===== config.mk =====
export PLATFORM = sky130hd
export DESIGN_NAME = pesp_event_select
export DESIGN_NICKNAME = d
export VERILOG_FILES = /design/src/inc/pesp_pkg.sv /design/src/core/pesp_event_select.sv /design/src/core/pesp_pipe_qual.sv
export SDC_FILE = /design/constraint.sdc
export NUM_CORES = 1
export LEC_CHECK = 0
export BUFFER_PORTS_ARGS = -buffer_cell sky130_fd_sc_hd__buf_4
export CORE_AREA = 5 5 78 94
export CTS_CLUSTER_DIAMETER = 50
export DETAILED_ROUTE_END_ITERATION = 7
export DIE_AREA = 0 0 83 99
export HOLD_SLACK_MARGIN = 0.03
export PLACE_DENSITY = 0.7
export SETUP_SLACK_MARGIN = 0.02
export SLEW_MARGIN = 20
export SYNTH_ARGS = -nofsm -noshare
export SYNTH_HDL_FRONTEND = slang
export SYNTH_SLANG_ARGS = --single-unit

===== constraint.sdc =====
create_clock -name core_clk -period 3.2 [get_ports core_clk]
set_clock_uncertainty 0.15 [all_clocks]
set_input_delay 0.48 -clock core_clk [delete_from_list [all_inputs] [get_ports core_clk]]
set_output_delay 0.48 -clock core_clk [all_outputs]
set_load 0.01 [all_outputs]

===== src/inc/pesp_pkg.sv =====
// Constants and carrier types for the performance event qualification block
// Function
// Code 0FH counts every write into any segment register, including the descriptor table and task registers.
// Segment loads come from explicit loads, far transfers and task switches, including those started by interrupts or exceptions.
// A far transfer or task switch that changes privilege level gives two segment-load increments.
// Code 12H counts executed taken and not-taken branches of every kind, never predicted ones.
// Code 12H also counts serializing, descriptor verify, some descriptor loads, hardware interrupts and trap or fault exceptions as taken branches.
// Code 13H counts branch target buffer hits only for instructions that are executed.
// Code 14H counts each instruction that is a taken branch or a target buffer hit once.
// Code 15H counts flushes from target misses on taken branches, mispredictions, exceptions, interrupts and some descriptor loads.
// Code 15H does not count serializing instructions or software interrupts.
// Code 16H counts executed instructions, up to two per clock.
// Code 16H counts each fault handler invocation and each interrupt or exception as an instruction.
// Code 16H counts a repeat-prefixed string instruction once, however many iterations.
// Code 16H counts each halt instruction once, however long the halt lasts.
// Code 17H counts like 16H but only instructions executed in the second pipe.
// A reserved or unhandled code signals no events, so the counter holds.
// Each clock the counter adds zero, one or two events, losing none when two coincide.
package pesp_pkg;
    localparam int PESP_CNT_W = 40;
    localparam logic [7:0] PESP_CODE_SEG_LOAD = 8'h0F;
    localparam logic [7:0] PESP_CODE_BRANCH = 8'h12;
    localparam logic [7:0] PESP_CODE_TGT_HIT = 8'h13;
    localparam logic [7:0] PESP_CODE_TAKEN_OR_HIT = 8'h14;
    localparam logic [7:0] PESP_CODE_FLUSH = 8'h15;
    localparam logic [7:0] PESP_CODE_INSTR = 8'h16;
    localparam logic [7:0] PESP_CODE_INSTR_V = 8'h17;
    localparam logic [7:0] PESP_CODE_RESET = 8'h00;
    localparam logic [PESP_CNT_W-1:0] PESP_COUNT_RESET = '0;

    // Per-pipe retirement report, valid in the clock the instruction completes
    typedef struct packed {
        logic retire;
        logic branch;
        logic taken;
        logic target_hit;
        logic mispredict;
        logic target_miss;
        logic serializing;
        logic verify;
        logic desc_flush_load;
        logic soft_int;
        logic string_repeat;
        logic repeat_iter;
        logic halt;
    } pesp_pipe_type;

    // Events not tied to one pipe
    typedef struct packed {
        logic seg_write;
        logic far_seg_load;
        logic priv_change;
        logic hw_int;
        logic exception;
    } pesp_core_type;
endpackage : pesp_pkg


===== src/core/pesp_event_select.sv =====
// Event selection and counting for codes 0FH to 17H
`timescale 1ns/1ps
module pesp_event_select
    import pesp_pkg::*;
(
    input wire logic core_clk,
    input wire logic rst_n,
    input wire logic [7:0] event_code,
    input wire logic count_enable,
    input wire pesp_pipe_type pipe_u,
    input wire pesp_pipe_type pipe_v,
    input wire pesp_core_type core_ev,
    output logic [1:0] event_incr,
    output logic [PESP_CNT_W-1:0] event_count
);
    logic u_hit;
    logic v_hit_raw;
    logic [1:0] next_incr;
    logic [1:0] seg_incr;
    logic [1:0] core_incr;

    pesp_pipe_qual u_qual (
        .pipe(pipe_u),
        .code(event_code),
        .hit(u_hit)
    );
    pesp_pipe_qual v_qual (
        .pipe(pipe_v),
        .code(event_code),
        .hit(v_hit_raw)
    );

    wire logic is_seg = event_code == PESP_CODE_SEG_LOAD;
    wire logic is_br = event_code == PESP_CODE_BRANCH;
    wire logic is_taken_hit = event_code == PESP_CODE_TAKEN_OR_HIT;
    wire logic is_flush = event_code == PESP_CODE_FLUSH;
    wire logic is_instr = event_code == PESP_CODE_INSTR;
    wire logic is_instr_v = event_code == PESP_CODE_INSTR_V;
    wire logic any_seg = core_ev.seg_write | core_ev.far_seg_load;
    wire logic double_seg = core_ev.far_seg_load & core_ev.priv_change;
    wire logic int_or_exc = core_ev.hw_int | core_ev.exception;
    // Interrupts and exceptions stand in place of a pipe instruction
    wire logic core_hit = (is_br | is_taken_hit | is_flush | is_instr) & int_or_exc;

    always_comb begin
        seg_incr = 2'd0;
        if (is_seg && any_seg) begin
            seg_incr = double_seg ? 2'd2 : 2'd1;
        end
        core_incr = 2'd0;
        if (is_instr_v) begin
            core_incr = {1'b0, v_hit_raw};
        end else if (is_seg) begin
            core_incr = seg_incr;
        end else if (core_hit && !(u_hit && v_hit_raw)) begin
            // Core event shares a slot; cap at two per clock
            core_incr = 2'({1'b0, u_hit} + {1'b0, v_hit_raw} + 2'd1);
        end else begin
            core_incr = 2'({1'b0, u_hit} + {1'b0, v_hit_raw});
        end
        next_incr = count_enable ? core_incr : 2'd0;
    end

    always_ff @(posedge core_clk or negedge rst_n) begin
        if (!rst_n) begin
            event_incr <= 2'd0;
        end else begin
            event_incr <= next_incr;
        end
    end

    always_ff @(posedge core_clk or negedge rst_n) begin
        if (!rst_n) begin
            event_count <= PESP_COUNT_RESET;
        end else begin
            event_count <= event_count + PESP_CNT_W'(event_incr);
        end
    end

    // Checker view of each slot, built from the raw flags so a broken qualifier shows up
    wire logic u_done = pipe_u.retire & ~(pipe_u.string_repeat & pipe_u.repeat_iter);
    wire logic v_done = pipe_v.retire & ~(pipe_v.string_repeat & pipe_v.repeat_iter);
    wire logic is_tgt = event_code == PESP_CODE_TGT_HIT;
    // Enabled, no core event, second slot idle: the first slot alone decides
    wire logic u_alone = count_enable & ~int_or_exc & ~pipe_v.retire;
endmodule : pesp_event_select


===== src/core/pesp_pipe_qual.sv =====
// Per-pipe event qualification for one instruction slot
`timescale 1ns/1ps
module pesp_pipe_qual
    import pesp_pkg::*;
(
    input wire pesp_pipe_type pipe,
    input wire logic [7:0] code,
    output logic hit
);
    wire logic done = pipe.retire & ~(pipe.string_repeat & pipe.repeat_iter);

    wire logic branch_ev = done & (pipe.branch | pipe.serializing | pipe.verify
                                   | pipe.desc_flush_load | pipe.soft_int);
    wire logic taken_ev = done & (pipe.taken | pipe.serializing | pipe.verify
                                  | pipe.desc_flush_load | pipe.soft_int);
    wire logic hit_ev = done & pipe.target_hit;

    wire logic flush_ev = done & ~pipe.serializing & ~pipe.soft_int
                          & ((pipe.taken & pipe.target_miss) | pipe.mispredict
                             | pipe.desc_flush_load);
    always_comb begin
        if (code == PESP_CODE_BRANCH) begin
            hit = branch_ev;
        end else if (code == PESP_CODE_TGT_HIT) begin
            hit = hit_ev;
        end else if (code == PESP_CODE_TAKEN_OR_HIT) begin
            hit = taken_ev | hit_ev;
        end else if (code == PESP_CODE_FLUSH) begin
            hit = flush_ev;
        end else if (code == PESP_CODE_INSTR || code == PESP_CODE_INSTR_V) begin
            hit = done;
        end else begin
            hit = 1'b0;
        end
    end
endmodule : pesp_pipe_qual


==> impl_metrics.py, run 1 <==
metrics = {
    "sta": {
        "worst_slew_pin_slew_ns": 0.536,
        "rsz0062_at_grt": "no",
        "hold_slack_ns": 0.289,
        "finalCritPeriodShare_pct": 77.4,
        "max_freq_ghz": 0.404,
        "setup_viol": 0,
        "timing.final.crit_period_ns": 2.48,
        "fin_tns_setup_ns": 0,
        "slew_violations": 0,
        "hold_violations": 0,
        "slew_headroom_pct": 64.3,
    },
    "clocking": {
        "clkSinkCount": 42,
        "cts_tree": "yes",
        "root_buffer": "clkbuf_8",
        "cts_max_path_buffers": 2,
        "clk_pin_slew_ns": 0.07,
        "cts_resized": 0,
        "htreeDepth": 2,
        "clk_latency_ns": 0.29,
        "cts_made_buffers": 5,
    },
    "worst_hold_path": {
        "min-delay-start": "count_enable",
        "hold_class": "primary input to flip-flop",
        "worstHoldEndpoint": "event_incr[1]",
        "min_path_cells": 2,
    },
    "setup_path": {
        "critPathKind": "primary input to flip-flop",
        "cp_slowest_cell": "or4b_1",
        "reg2reg_to": "event_count[28]",
        "path_cells": "buf_4 -> or4b_1 -> or2_1 -> o2111a_1 -> ha_1 -> a21oi_1 -> nor4b_2 -> xnor2_1 -> o21ai_1",
        "worstPathRequired_ns": 3.22,
        "r2r-start": "event_incr[0]",
        "worst_ep_arrival_time_ns": 2.50,
        "cp_max_fo": 9,
        "start_kind": "primary input",
        "cp-end-kind": "flip-flop",
        "rr_worst_depth": 7,
        "ff2ff_setup_slack_ns": 0.80,
        "slowest_delay_ns": 0.56,
    },
    "synth": {
        "synth_adder_area_share_pct": 2.87,
        "synth_cell_types": 51,
        "synth-edff-count": 0,
        "ys_warn_count": 0,
        "synth_compound_area_share_pct": 7.44,
        "postSynthAreaPerCell_um2": 10.5,
        "netlist_area_um2": 2440,
        "ys_seq_area_share_pct": 43.1,
        "synth_ff_type": "dfrtp_1",
        "yosys_register_bits": 42,
        "synth-async-reset-ratio_pct": 100,
        "muxShareOfSynthArea_pct": 0,
        "synth_xor_xnor_area_share_pct": 14.0,
        "synth_top_family_by_area": "simple AND/OR/NAND/NOR gates",
        "synth_cells": 232,
        "yosys.area_share.simple_pct": 29.0,
        "syn_nets": 279,
    },
    "global_routing": {
        "grtUsageMet2_pct": 24.0,
        "grt_pass1_wl_um": 9450,
        "top_usage_layer": "met2",
        "grtUsageTotal_pct": 13.6,
        "grt_pass1_vias": 2047,
        "grt_max_degree": 43,
        "grt-ovfl-total": 0,
        "grt_use_met1_pct": 16.4,
        "antenna_found_initial": 0,
        "met3_usage_pct": 3.26,
    },
    "floorplan": {
        "initial_core_util_pct": 38.5,
        "die_x_um": 83,
        "row_count": 32,
        "io_pins": 84,
        "die-area_um2": 8220,
        "design.core.area_um2": 6330,
        "die_h_um": 99,
    },
    "routing": {
        "vias_per_cell": 5.22,
        "drt-pass1-iter-count": 6,
        "postRouteWirelength_um": 5650,
        "vias": 2071,
        "dr.first_iter.drc_count": 33,
        "ant_nets": 0,
        "post-route-drc-count": 0,
        "detail_route.wl_per_cell_um": 14.2,
    },
    "power": {
        "peakVddDrop_uv": 198,
        "p_per_area_nw_per_um2": 338,
        "leakage_uw": 0.00163,
    },
    "job": {
        "cap_violations": 0,
    },
    "layout": {
        "ff_latch_area_um2": 1050,
        "nFillCells": 628,
        "drive_gt1_share_pct": 32.7,
        "finalNetCount": 359,
        "area_growth_pct": 32.0,
        "diodes": 0,
        "fin_util_pct": 50.9,
        "multi_input_area_um2": 1300,
    },
    "run_status": {
        "outcome": "completed",
    },
    "placement": {
        "dp_hpwl_um": 4360,
        "gp_congestion": 0.774,
        "port_buffers": 81,
    },
}
==> layer usage <==
metal / wire [um] / vias up / share of wire, %
met5: 0 / - / 0
met4: 37 / 0 / 0.65
met3: 349 / 5 / 6.2
met2: 2850 / 73 / 50
met1: 2420 / 985 / 43
li1: - / 1008 / -
==> state kept, by name (all words and copies together) (netlist names) <==
signal and flops:
event_incr 2, event_count 40
==> how the worst max path moves through the flow <==
stage / from / to / slack (ns) / cells after the start
final: event_code[3] / event_incr[0] / 0.72 / 9
after global placement: event_code[3] / event_incr[0] / 0.43 / 9
after floorplan: event_code[3] / event_incr[0] / 0.53 / 9
after CTS: event_code[3] / event_incr[0] / 0.73 / 9
after global routing: event_incr[0] / event_count[28] / 0.61 / 7
after detailed placement: event_code[3] / event_incr[0] / 0.42 / 9
==> cells in the final DEF, fill, tap and decap left out, types with 4 or more instances in the layout <==
cell type / count
nor3_1: 8
dfrtp_1: 42
inv_1: 8
and4_1: 8
nor4_1: 4
and3_1: 7
nor2_1: 11
nor4_2: 8
xor2_1: 27
buf_4: 81
nand3_1: 16
clkbuf_8: 6
ha_1: 4
nand2_1: 17
xnor2_1: 12
nand4_1: 7
==> synth_stat cells (2+ instances only) <==
cell type,n,area share (%)
nor4_1,4,1.0
buf_2,2,0.41
nor3b_1,2,0.62
and3b_1,2,0.72
clkbuf_1,3,0.46
nor4_2,8,4.1
o31ai_1,2,0.62
xor2_1,27,9.7
or4_1,2,0.62
nand2_1,17,2.6
nor3_1,8,1.6
dfrtp_1,42,43
nand4_1,7,1.8
o211ai_1,3,0.92
a21boi_0,2,0.62
a31oi_1,2,0.51
xnor2_1,12,4.3
or4b_1,2,0.82
nand3_1,16,3.3
inv_1,8,1.2
and4_1,8,2.9
buf_6,2,0.92
nor2_1,11,1.7
a21oi_1,2,0.41
ha_1,4,2.1
nand4_2,2,1.0
and3_1,7,1.8
a211o_1,2,0.72
==> repair_timing <==
action | 4_1_cts | 5_1_grt
hold endpoints to repair | 5 | 0
hold buffers | 1 | 0
setup buffers | 0 | 0
==> layout make-up <==
type                       count  area share, %
multi-input combinational    173           40.4
clock inverter                 1          0.933
inverter                       8          0.933
tap                           85           3.30
sequential                    42           32.6
clock buffer                   6           2.57
timing repair buffer          82           19.2
==> cell families after synthesis <==
group | after synthesis
compound gates | 23
simple gates | 106
buf+inv | 17
xor+xnor | 39
flops | 42
fa+ha+maj | 5
==> critical path: cells and delay by family <==
family,cells,cell delay (ns)
simple gates,3,1.04
fa+ha+maj,1,0.23
compound gates,3,0.44
buf+inv,1,0.14
xor+xnor,1,0.15
==> stage by stage <==
step	worst slack, ns	instances	power [uW]	area, um2
5_1_grt	0.609	397	1130	3220
3_5_place_dp	0.421	389	678	3100
2_1_floorplan	0.534	232	598	2440
3_3_place_gp	0.431	389	674	3100
6_report	0.724	397	1090	3220
4_1_cts	0.727	397	1110	3220
==> report_power, final <==
part	switching [uW]	internal, uW
logic	53.8	61.2
clock network	173	250
registers	8.41	542
total	235	853
Note: power is estimated with default switching activity, not from simulation.
==> run 2, diff against run 1 <==
--- a/config.mk
+++ b/config.mk
@@ -11,7 +11,7 @@
 export DETAILED_ROUTE_END_ITERATION = 7
 export DIE_AREA = 0 0 83 99
 export HOLD_SLACK_MARGIN = 0.03
-export PLACE_DENSITY = 0.7
+export PLACE_DENSITY = 0.72
 export SETUP_SLACK_MARGIN = 0.02
 export SLEW_MARGIN = 20
 export SYNTH_ARGS = -nofsm -noshare
==> constraint.sdc (replaced) <==
create_clock -name core_clk -period 2.25 [get_ports core_clk]
set_clock_uncertainty 0.15 [all_clocks]
set_input_delay 0.3375 -clock core_clk [delete_from_list [all_inputs] [get_ports core_clk]]
set_output_delay 0.3375 -clock core_clk [all_outputs]
set_load 0.01 [all_outputs]
==> impl_metrics.py, run 2 (same netlist as run 1, synthesis figures left out) <==
metrics = {
    "layout": {
        "fin_util_pct": 55.7,
        "final_common_cell": "buf_4",
        "largest_reg_flops": 40,
        "diodes": 0,
        "finalNetCount": 382,
        "layout_common_cells": "buf_4, dfrtp_1, xor2_1, nand2_1, nand3_1",
        "final_area_um2": 3520,
        "drive_gt1_share_pct": 43.2,
        "top_regs": "event_count (40), event_incr (2)",
        "area_growth_pct": 44.4,
        "largest_register": "event_count",
    },
    "setup_path": {
        "critPathLaunch": "event_code[3]",
        "path_cells": "buf_4 -> or4b_4 -> or2_1 -> o2111a_2 -> ha_4 -> a21oi_2 -> nor4b_4 -> xnor2_1 -> o21ai_1",
        "worstPathRequired_ns": 2.29,
        "cp_slowest_cell": "or4b_4",
        "critPathKind": "primary input to flip-flop",
        "cp_max_fo": 4,
        "start_kind": "primary input",
        "r2r-start": "event_count[0]",
        "cp-end-kind": "flip-flop",
        "slowest_delay_ns": 0.55,
        "worst_ep_arrival_time_ns": 2.25,
    },
    "floorplan": {
        "die_x_um": 83,
        "die-area_um2": 8220,
        "initial_core_util_pct": 38.5,
        "die_h_um": 99,
        "row_count": 32,
        "io_pins": 84,
        "design.core.area_um2": 6330,
    },
    "placement": {
        "placed_area_um2": 3280,
        "port_buffers": 81,
        "dp_hpwl_um": 4520,
        "gp_congestion": 0.809,
    },
    "sta": {
        "timing.final.crit_period_ns": 2.21,
        "hold_slack_ns": 0.128,
        "max_freq_ghz": 0.452,
        "hold_violations": 0,
        "fin_tns_setup_ns": 0,
        "rsz0062_at_grt": "yes",
        "worst_slew_pin_slew_ns": 0.531,
        "slew_violations": 0,
        "finalCritPeriodShare_pct": 98.3,
        "slew_headroom_pct": 64.6,
        "setup_viol": 0,
    },
    "routing": {
        "vias_per_cell": 5.20,
        "post-route-drc-count": 0,
        "postRouteWirelength_um": 6020,
        "drt-pass1-iter-count": 4,
        "vias": 2191,
        "detail_route.wl_per_cell_um": 14.3,
        "ant_nets": 0,
        "dr.first_iter.drc_count": 82,
    },
    "global_routing": {
        "grt_pass1_vias": 2272,
        "antenna_found_initial": 0,
        "grtUsageTotal_pct": 15.0,
        "grt-ovfl-total": 0,
        "grt_pass1_wl_um": 10300,
        "grt_max_degree": 43,
    },
    "worst_hold_path": {
        "min-delay-start": "count_enable",
        "hold_class": "primary input to flip-flop",
    },
    "power": {
        "p_per_area_nw_per_um2": 439,
        "peakVddDrop_uv": 250,
        "leakage_uw": 0.00179,
    },
    "clocking": {
        "cts_max_path_buffers": 2,
        "clk_pin_slew_ns": 0.07,
        "root_buffer": "clkbuf_8",
        "cts_tree": "yes",
        "cts_made_buffers": 5,
        "clkSinkCount": 42,
        "clk_latency_ns": 0.30,
        "htreeDepth": 2,
    },
    "job": {
        "cap_violations": 0,
    },
    "run_status": {
        "outcome": "completed",
    },
}
-- run 2: cell types whose count changed in the layout (fill, tap and decap cells not counted), sizes merged --
cell,delta
clkbuf,+2
buf,+23
bufinv,-1
-- run 2: path summary, 6_finish.rpt --
check | slack [ns] | cells after the start | endpoint
setup / recovery | 0.04 | 9 | event_incr[0]
max in group asynchronous | 1.17 | 2 | event_count[14]
hold reg to reg | 0.33 | 1 | event_count[39]
min in group asynchronous | 0.41 | 2 | event_count[28]
setup reg to reg | 0.16 | 7 | event_count[36]
hold / removal | 0.13 | 2 | event_incr[1]
-- run 2: timing repair --
action / CTS / global route
setup buffers: 0 / 1
hold buffers: 1 / 0
endpoints found under the setup margin: 3 / 17
hold endpoints to repair: 42 / 0
pin swaps: 1 / 10
gates resized for setup: 2 / 22
-- run 2: per-layer routing --
layer	up-vias	global-route usage [%]	part of all wire, %
met1	1065	16.1	38
met4	0	4.28	1.7
met3	8	5.43	7.9
met5	-	0	0
met2	67	27.7	52
li1	1051	-	-
-- run 2: worst max-delay path: cells and delay by family --
kind,cells,cell delay [ns]
and+or+nand+nor,3,1.00
xor gates and xnor gates,1,0.15
AOI/OAI and AO/OA,3,0.45
adders and majority gates,1,0.16
buffers and inverters,1,0.14
-- run 2: cell type report --
type	instances	area, um2
inverter	8	30.0
clock buffer	8	110
fill	572	2810
sequential	42	1050
tap	85	106
multi-input combinational	173	1420
timing repair buffer	105	802
-- run 2: through the flow --
stage                     cells  worst slack [ns]  total power [uW]
final                       421            0.0386              1550
after global routing        421          -0.00938              1620
after CTS                   420           0.00313              1560
after detailed placement    411            -0.348               988
after global placement      411            -0.277               983
after floorplan             232            -0.160               854
-- run 2: power by group --
group	leakage, uW	internal [uW]	switching [uW]
Clock	0.0000575	310	258
Combinational	0.00115	109	84.7
Sequential	0.000585	771	13.2
Total	0.00179	1190	355
==> run 3, diff against run 2 <==
--- a/config.mk
+++ b/config.mk
@@ -5,7 +5,7 @@
 export SDC_FILE = /design/constraint.sdc
 export NUM_CORES = 1
 export LEC_CHECK = 0
-export BUFFER_PORTS_ARGS = -buffer_cell sky130_fd_sc_hd__buf_4
+export BUFFER_PORTS_ARGS = -buffer_cell sky130_fd_sc_hd__buf_2
 export CORE_AREA = 5 5 78 94
 export CTS_CLUSTER_DIAMETER = 50
 export DETAILED_ROUTE_END_ITERATION = 7
==> impl_metrics.py, run 3 (same netlist as run 1, synthesis figures left out) <==
metrics = {
    "run_status": {
        "outcome": "completed",
    },
    "setup_path": {
        "critPathKind": "primary input to flip-flop",
        "worst_ep_arrival_time_ns": 2.23,
        "critical_path.top_delay_family": "simple AND/OR/NAND/NOR gates",
        "worstPathRequired_ns": 2.28,
        "r2r-start": "event_incr[0]",
        "path_cells": "buf_2 -> or4b_4 -> or2_1 -> o2111a_1 -> ha_2 -> a21oi_2 -> nor4b_4 -> xnor2_1 -> o21ai_1",
        "path_buf_inv": 1,
        "rr_worst_depth": 8,
        "reg2reg_to": "event_count[10]",
        "cp_max_fo": 2,
        "slowest_delay_ns": 0.56,
        "cp-end-kind": "flip-flop",
        "cp_slowest_cell": "or4b_4",
        "path_depth": 9,
        "critPathLaunch": "event_code[2]",
        "ff2ff_setup_slack_ns": 0.18,
        "start_kind": "primary input",
    },
    "clocking": {
        "clk_pin_slew_ns": 0.07,
        "clk_latency_ns": 0.30,
        "cts_made_buffers": 5,
        "htreeDepth": 2,
        "clkSinkCount": 42,
        "cts_tree": "yes",
        "cts_max_path_buffers": 2,
        "root_buffer": "clkbuf_8",
    },
    "global_routing": {
        "grt_pass1_wl_um": 10000,
        "grt-ovfl-total": 0,
        "antenna_found_initial": 0,
        "grt_pass1_vias": 2200,
        "grt_max_degree": 43,
        "grtUsageTotal_pct": 14.5,
    },
    "sta": {
        "hold_violations": 0,
        "slew_headroom_pct": 64.9,
        "rsz0062_at_grt": "yes",
        "setup_ws_ns": 0.0433,
        "slew_violations": 0,
        "finalCritPeriodShare_pct": 98.1,
        "timing.final.crit_period_ns": 2.21,
        "worst_slew_pin_slew_ns": 0.527,
        "setup_viol": 0,
        "fin_tns_setup_ns": 0,
        "max_freq_ghz": 0.453,
    },
    "floorplan": {
        "design.core.area_um2": 6330,
        "die_h_um": 99,
        "die-area_um2": 8220,
        "row_count": 32,
        "initial_core_util_pct": 38.5,
        "io_pins": 84,
        "die_x_um": 83,
    },
    "layout": {
        "largest_reg_flops": 40,
        "top_regs": "event_count (40), event_incr (2)",
        "drive_gt1_share_pct": 42.9,
        "nFillCells": 604,
        "area_growth_pct": 36.0,
        "finalNetCount": 382,
        "fin_util_pct": 52.4,
        "largest_register": "event_count",
        "layout_common_cells": "buf_2, dfrtp_1, xor2_1, buf_4, nand2_1",
        "final_common_cell": "buf_2",
        "diodes": 0,
    },
    "power": {
        "peakVddDrop_uv": 287,
        "power_uw": 1470,
        "p_per_area_nw_per_um2": 444,
        "leakage_uw": 0.00176,
    },
    "routing": {
        "vias": 2210,
        "wl_met2_um": 3040,
        "vias_per_cell": 5.25,
        "postRouteWirelength_um": 5970,
        "ant_nets": 0,
        "wl_met3_um": 492,
        "dr.first_iter.drc_count": 80,
        "drt-pass1-iter-count": 4,
        "top_layer_used": "met4",
        "post-route-drc-count": 0,
        "detail_route.wl_per_cell_um": 14.2,
        "wirelength_met1_um": 2370,
    },
    "worst_hold_path": {
        "min_path_cells": 2,
        "hold_class": "primary input to flip-flop",
        "worstHoldEndpoint": "event_incr[1]",
        "min-delay-start": "count_enable",
    },
    "placement": {
        "gp_congestion": 0.811,
        "dp_hpwl_um": 4500,
        "port_buffers": 81,
        "place_ws_ns": -0.332,
    },
    "job": {
        "cap_violations": 0,
    },
}
## run 3: power breakdown
group | switching [uW] | internal [uW] | total (uW)
Combinational | 87.2 | 89.3 | 177
Sequential | 12.5 | 771 | 784
Clock | 289 | 222 | 511
## run 3: area by class of cell
class,instances,area [um2],share of cell area (%)
Clock buffer,5,68.8,2.07
Clock inverter,3,23.8,0.717
Inverter,8,30.0,0.905
Multi-Input combinational cell,173,1420,42.9
Sequential cell,42,1050,31.7
Tap cell,85,106,3.21
Timing Repair Buffer,105,614,18.5
## run 3: layer usage
metal | global-route usage, % | vias to the layer above
met5 | 0 | -
met4 | 3.02 | 0
met3 | 4.85 | 8
met2 | 26.7 | 75
met1 | 16.1 | 1076
li1 | - | 1051
## run 3: stage by stage
| stage | area [um2] | hold WS (ns) | std cells |
|---|---|---|---|
| final | 3320 | 0.151 | 421 |
| after global routing | 3320 | 0.158 | 421 |
| after CTS | 3210 | 0.146 | 419 |
| after detailed placement | 3060 | 0.299 | 409 |
| after global placement | 3060 | 0.290 | 409 |
| after floorplan | 2460 | -0.108 | 232 |
## run 3: what timing repair did
item                                    4_1_cts  5_1_grt
endpoints found under the setup margin        5       14
buffers inserted                              1        2
gates resized for setup                       7       18
endpoints found under the hold margin        42        0
hold buffers                                  1        0
pin swaps                                     7       10
## run 3: worst max path at each step
stage	end
after floorplan	event_incr[0]
after global placement	event_incr[0]
after detailed placement	event_incr[0]
after CTS	event_incr[0]
after global routing	event_incr[0]
final	event_incr[0]
## run 3: worst reg2reg max path, delay by kind of cell (launching register included)
| kind | cells | cell delay (ns) |
|---|---|---|
| fa+ha+maj | 2 | 0.51 |
| simple gates | 2 | 0.50 |
| buf+inv | 3 | 0.34 |
| xor+xnor | 1 | 0.11 |
| flops | 1 | 0.36 |
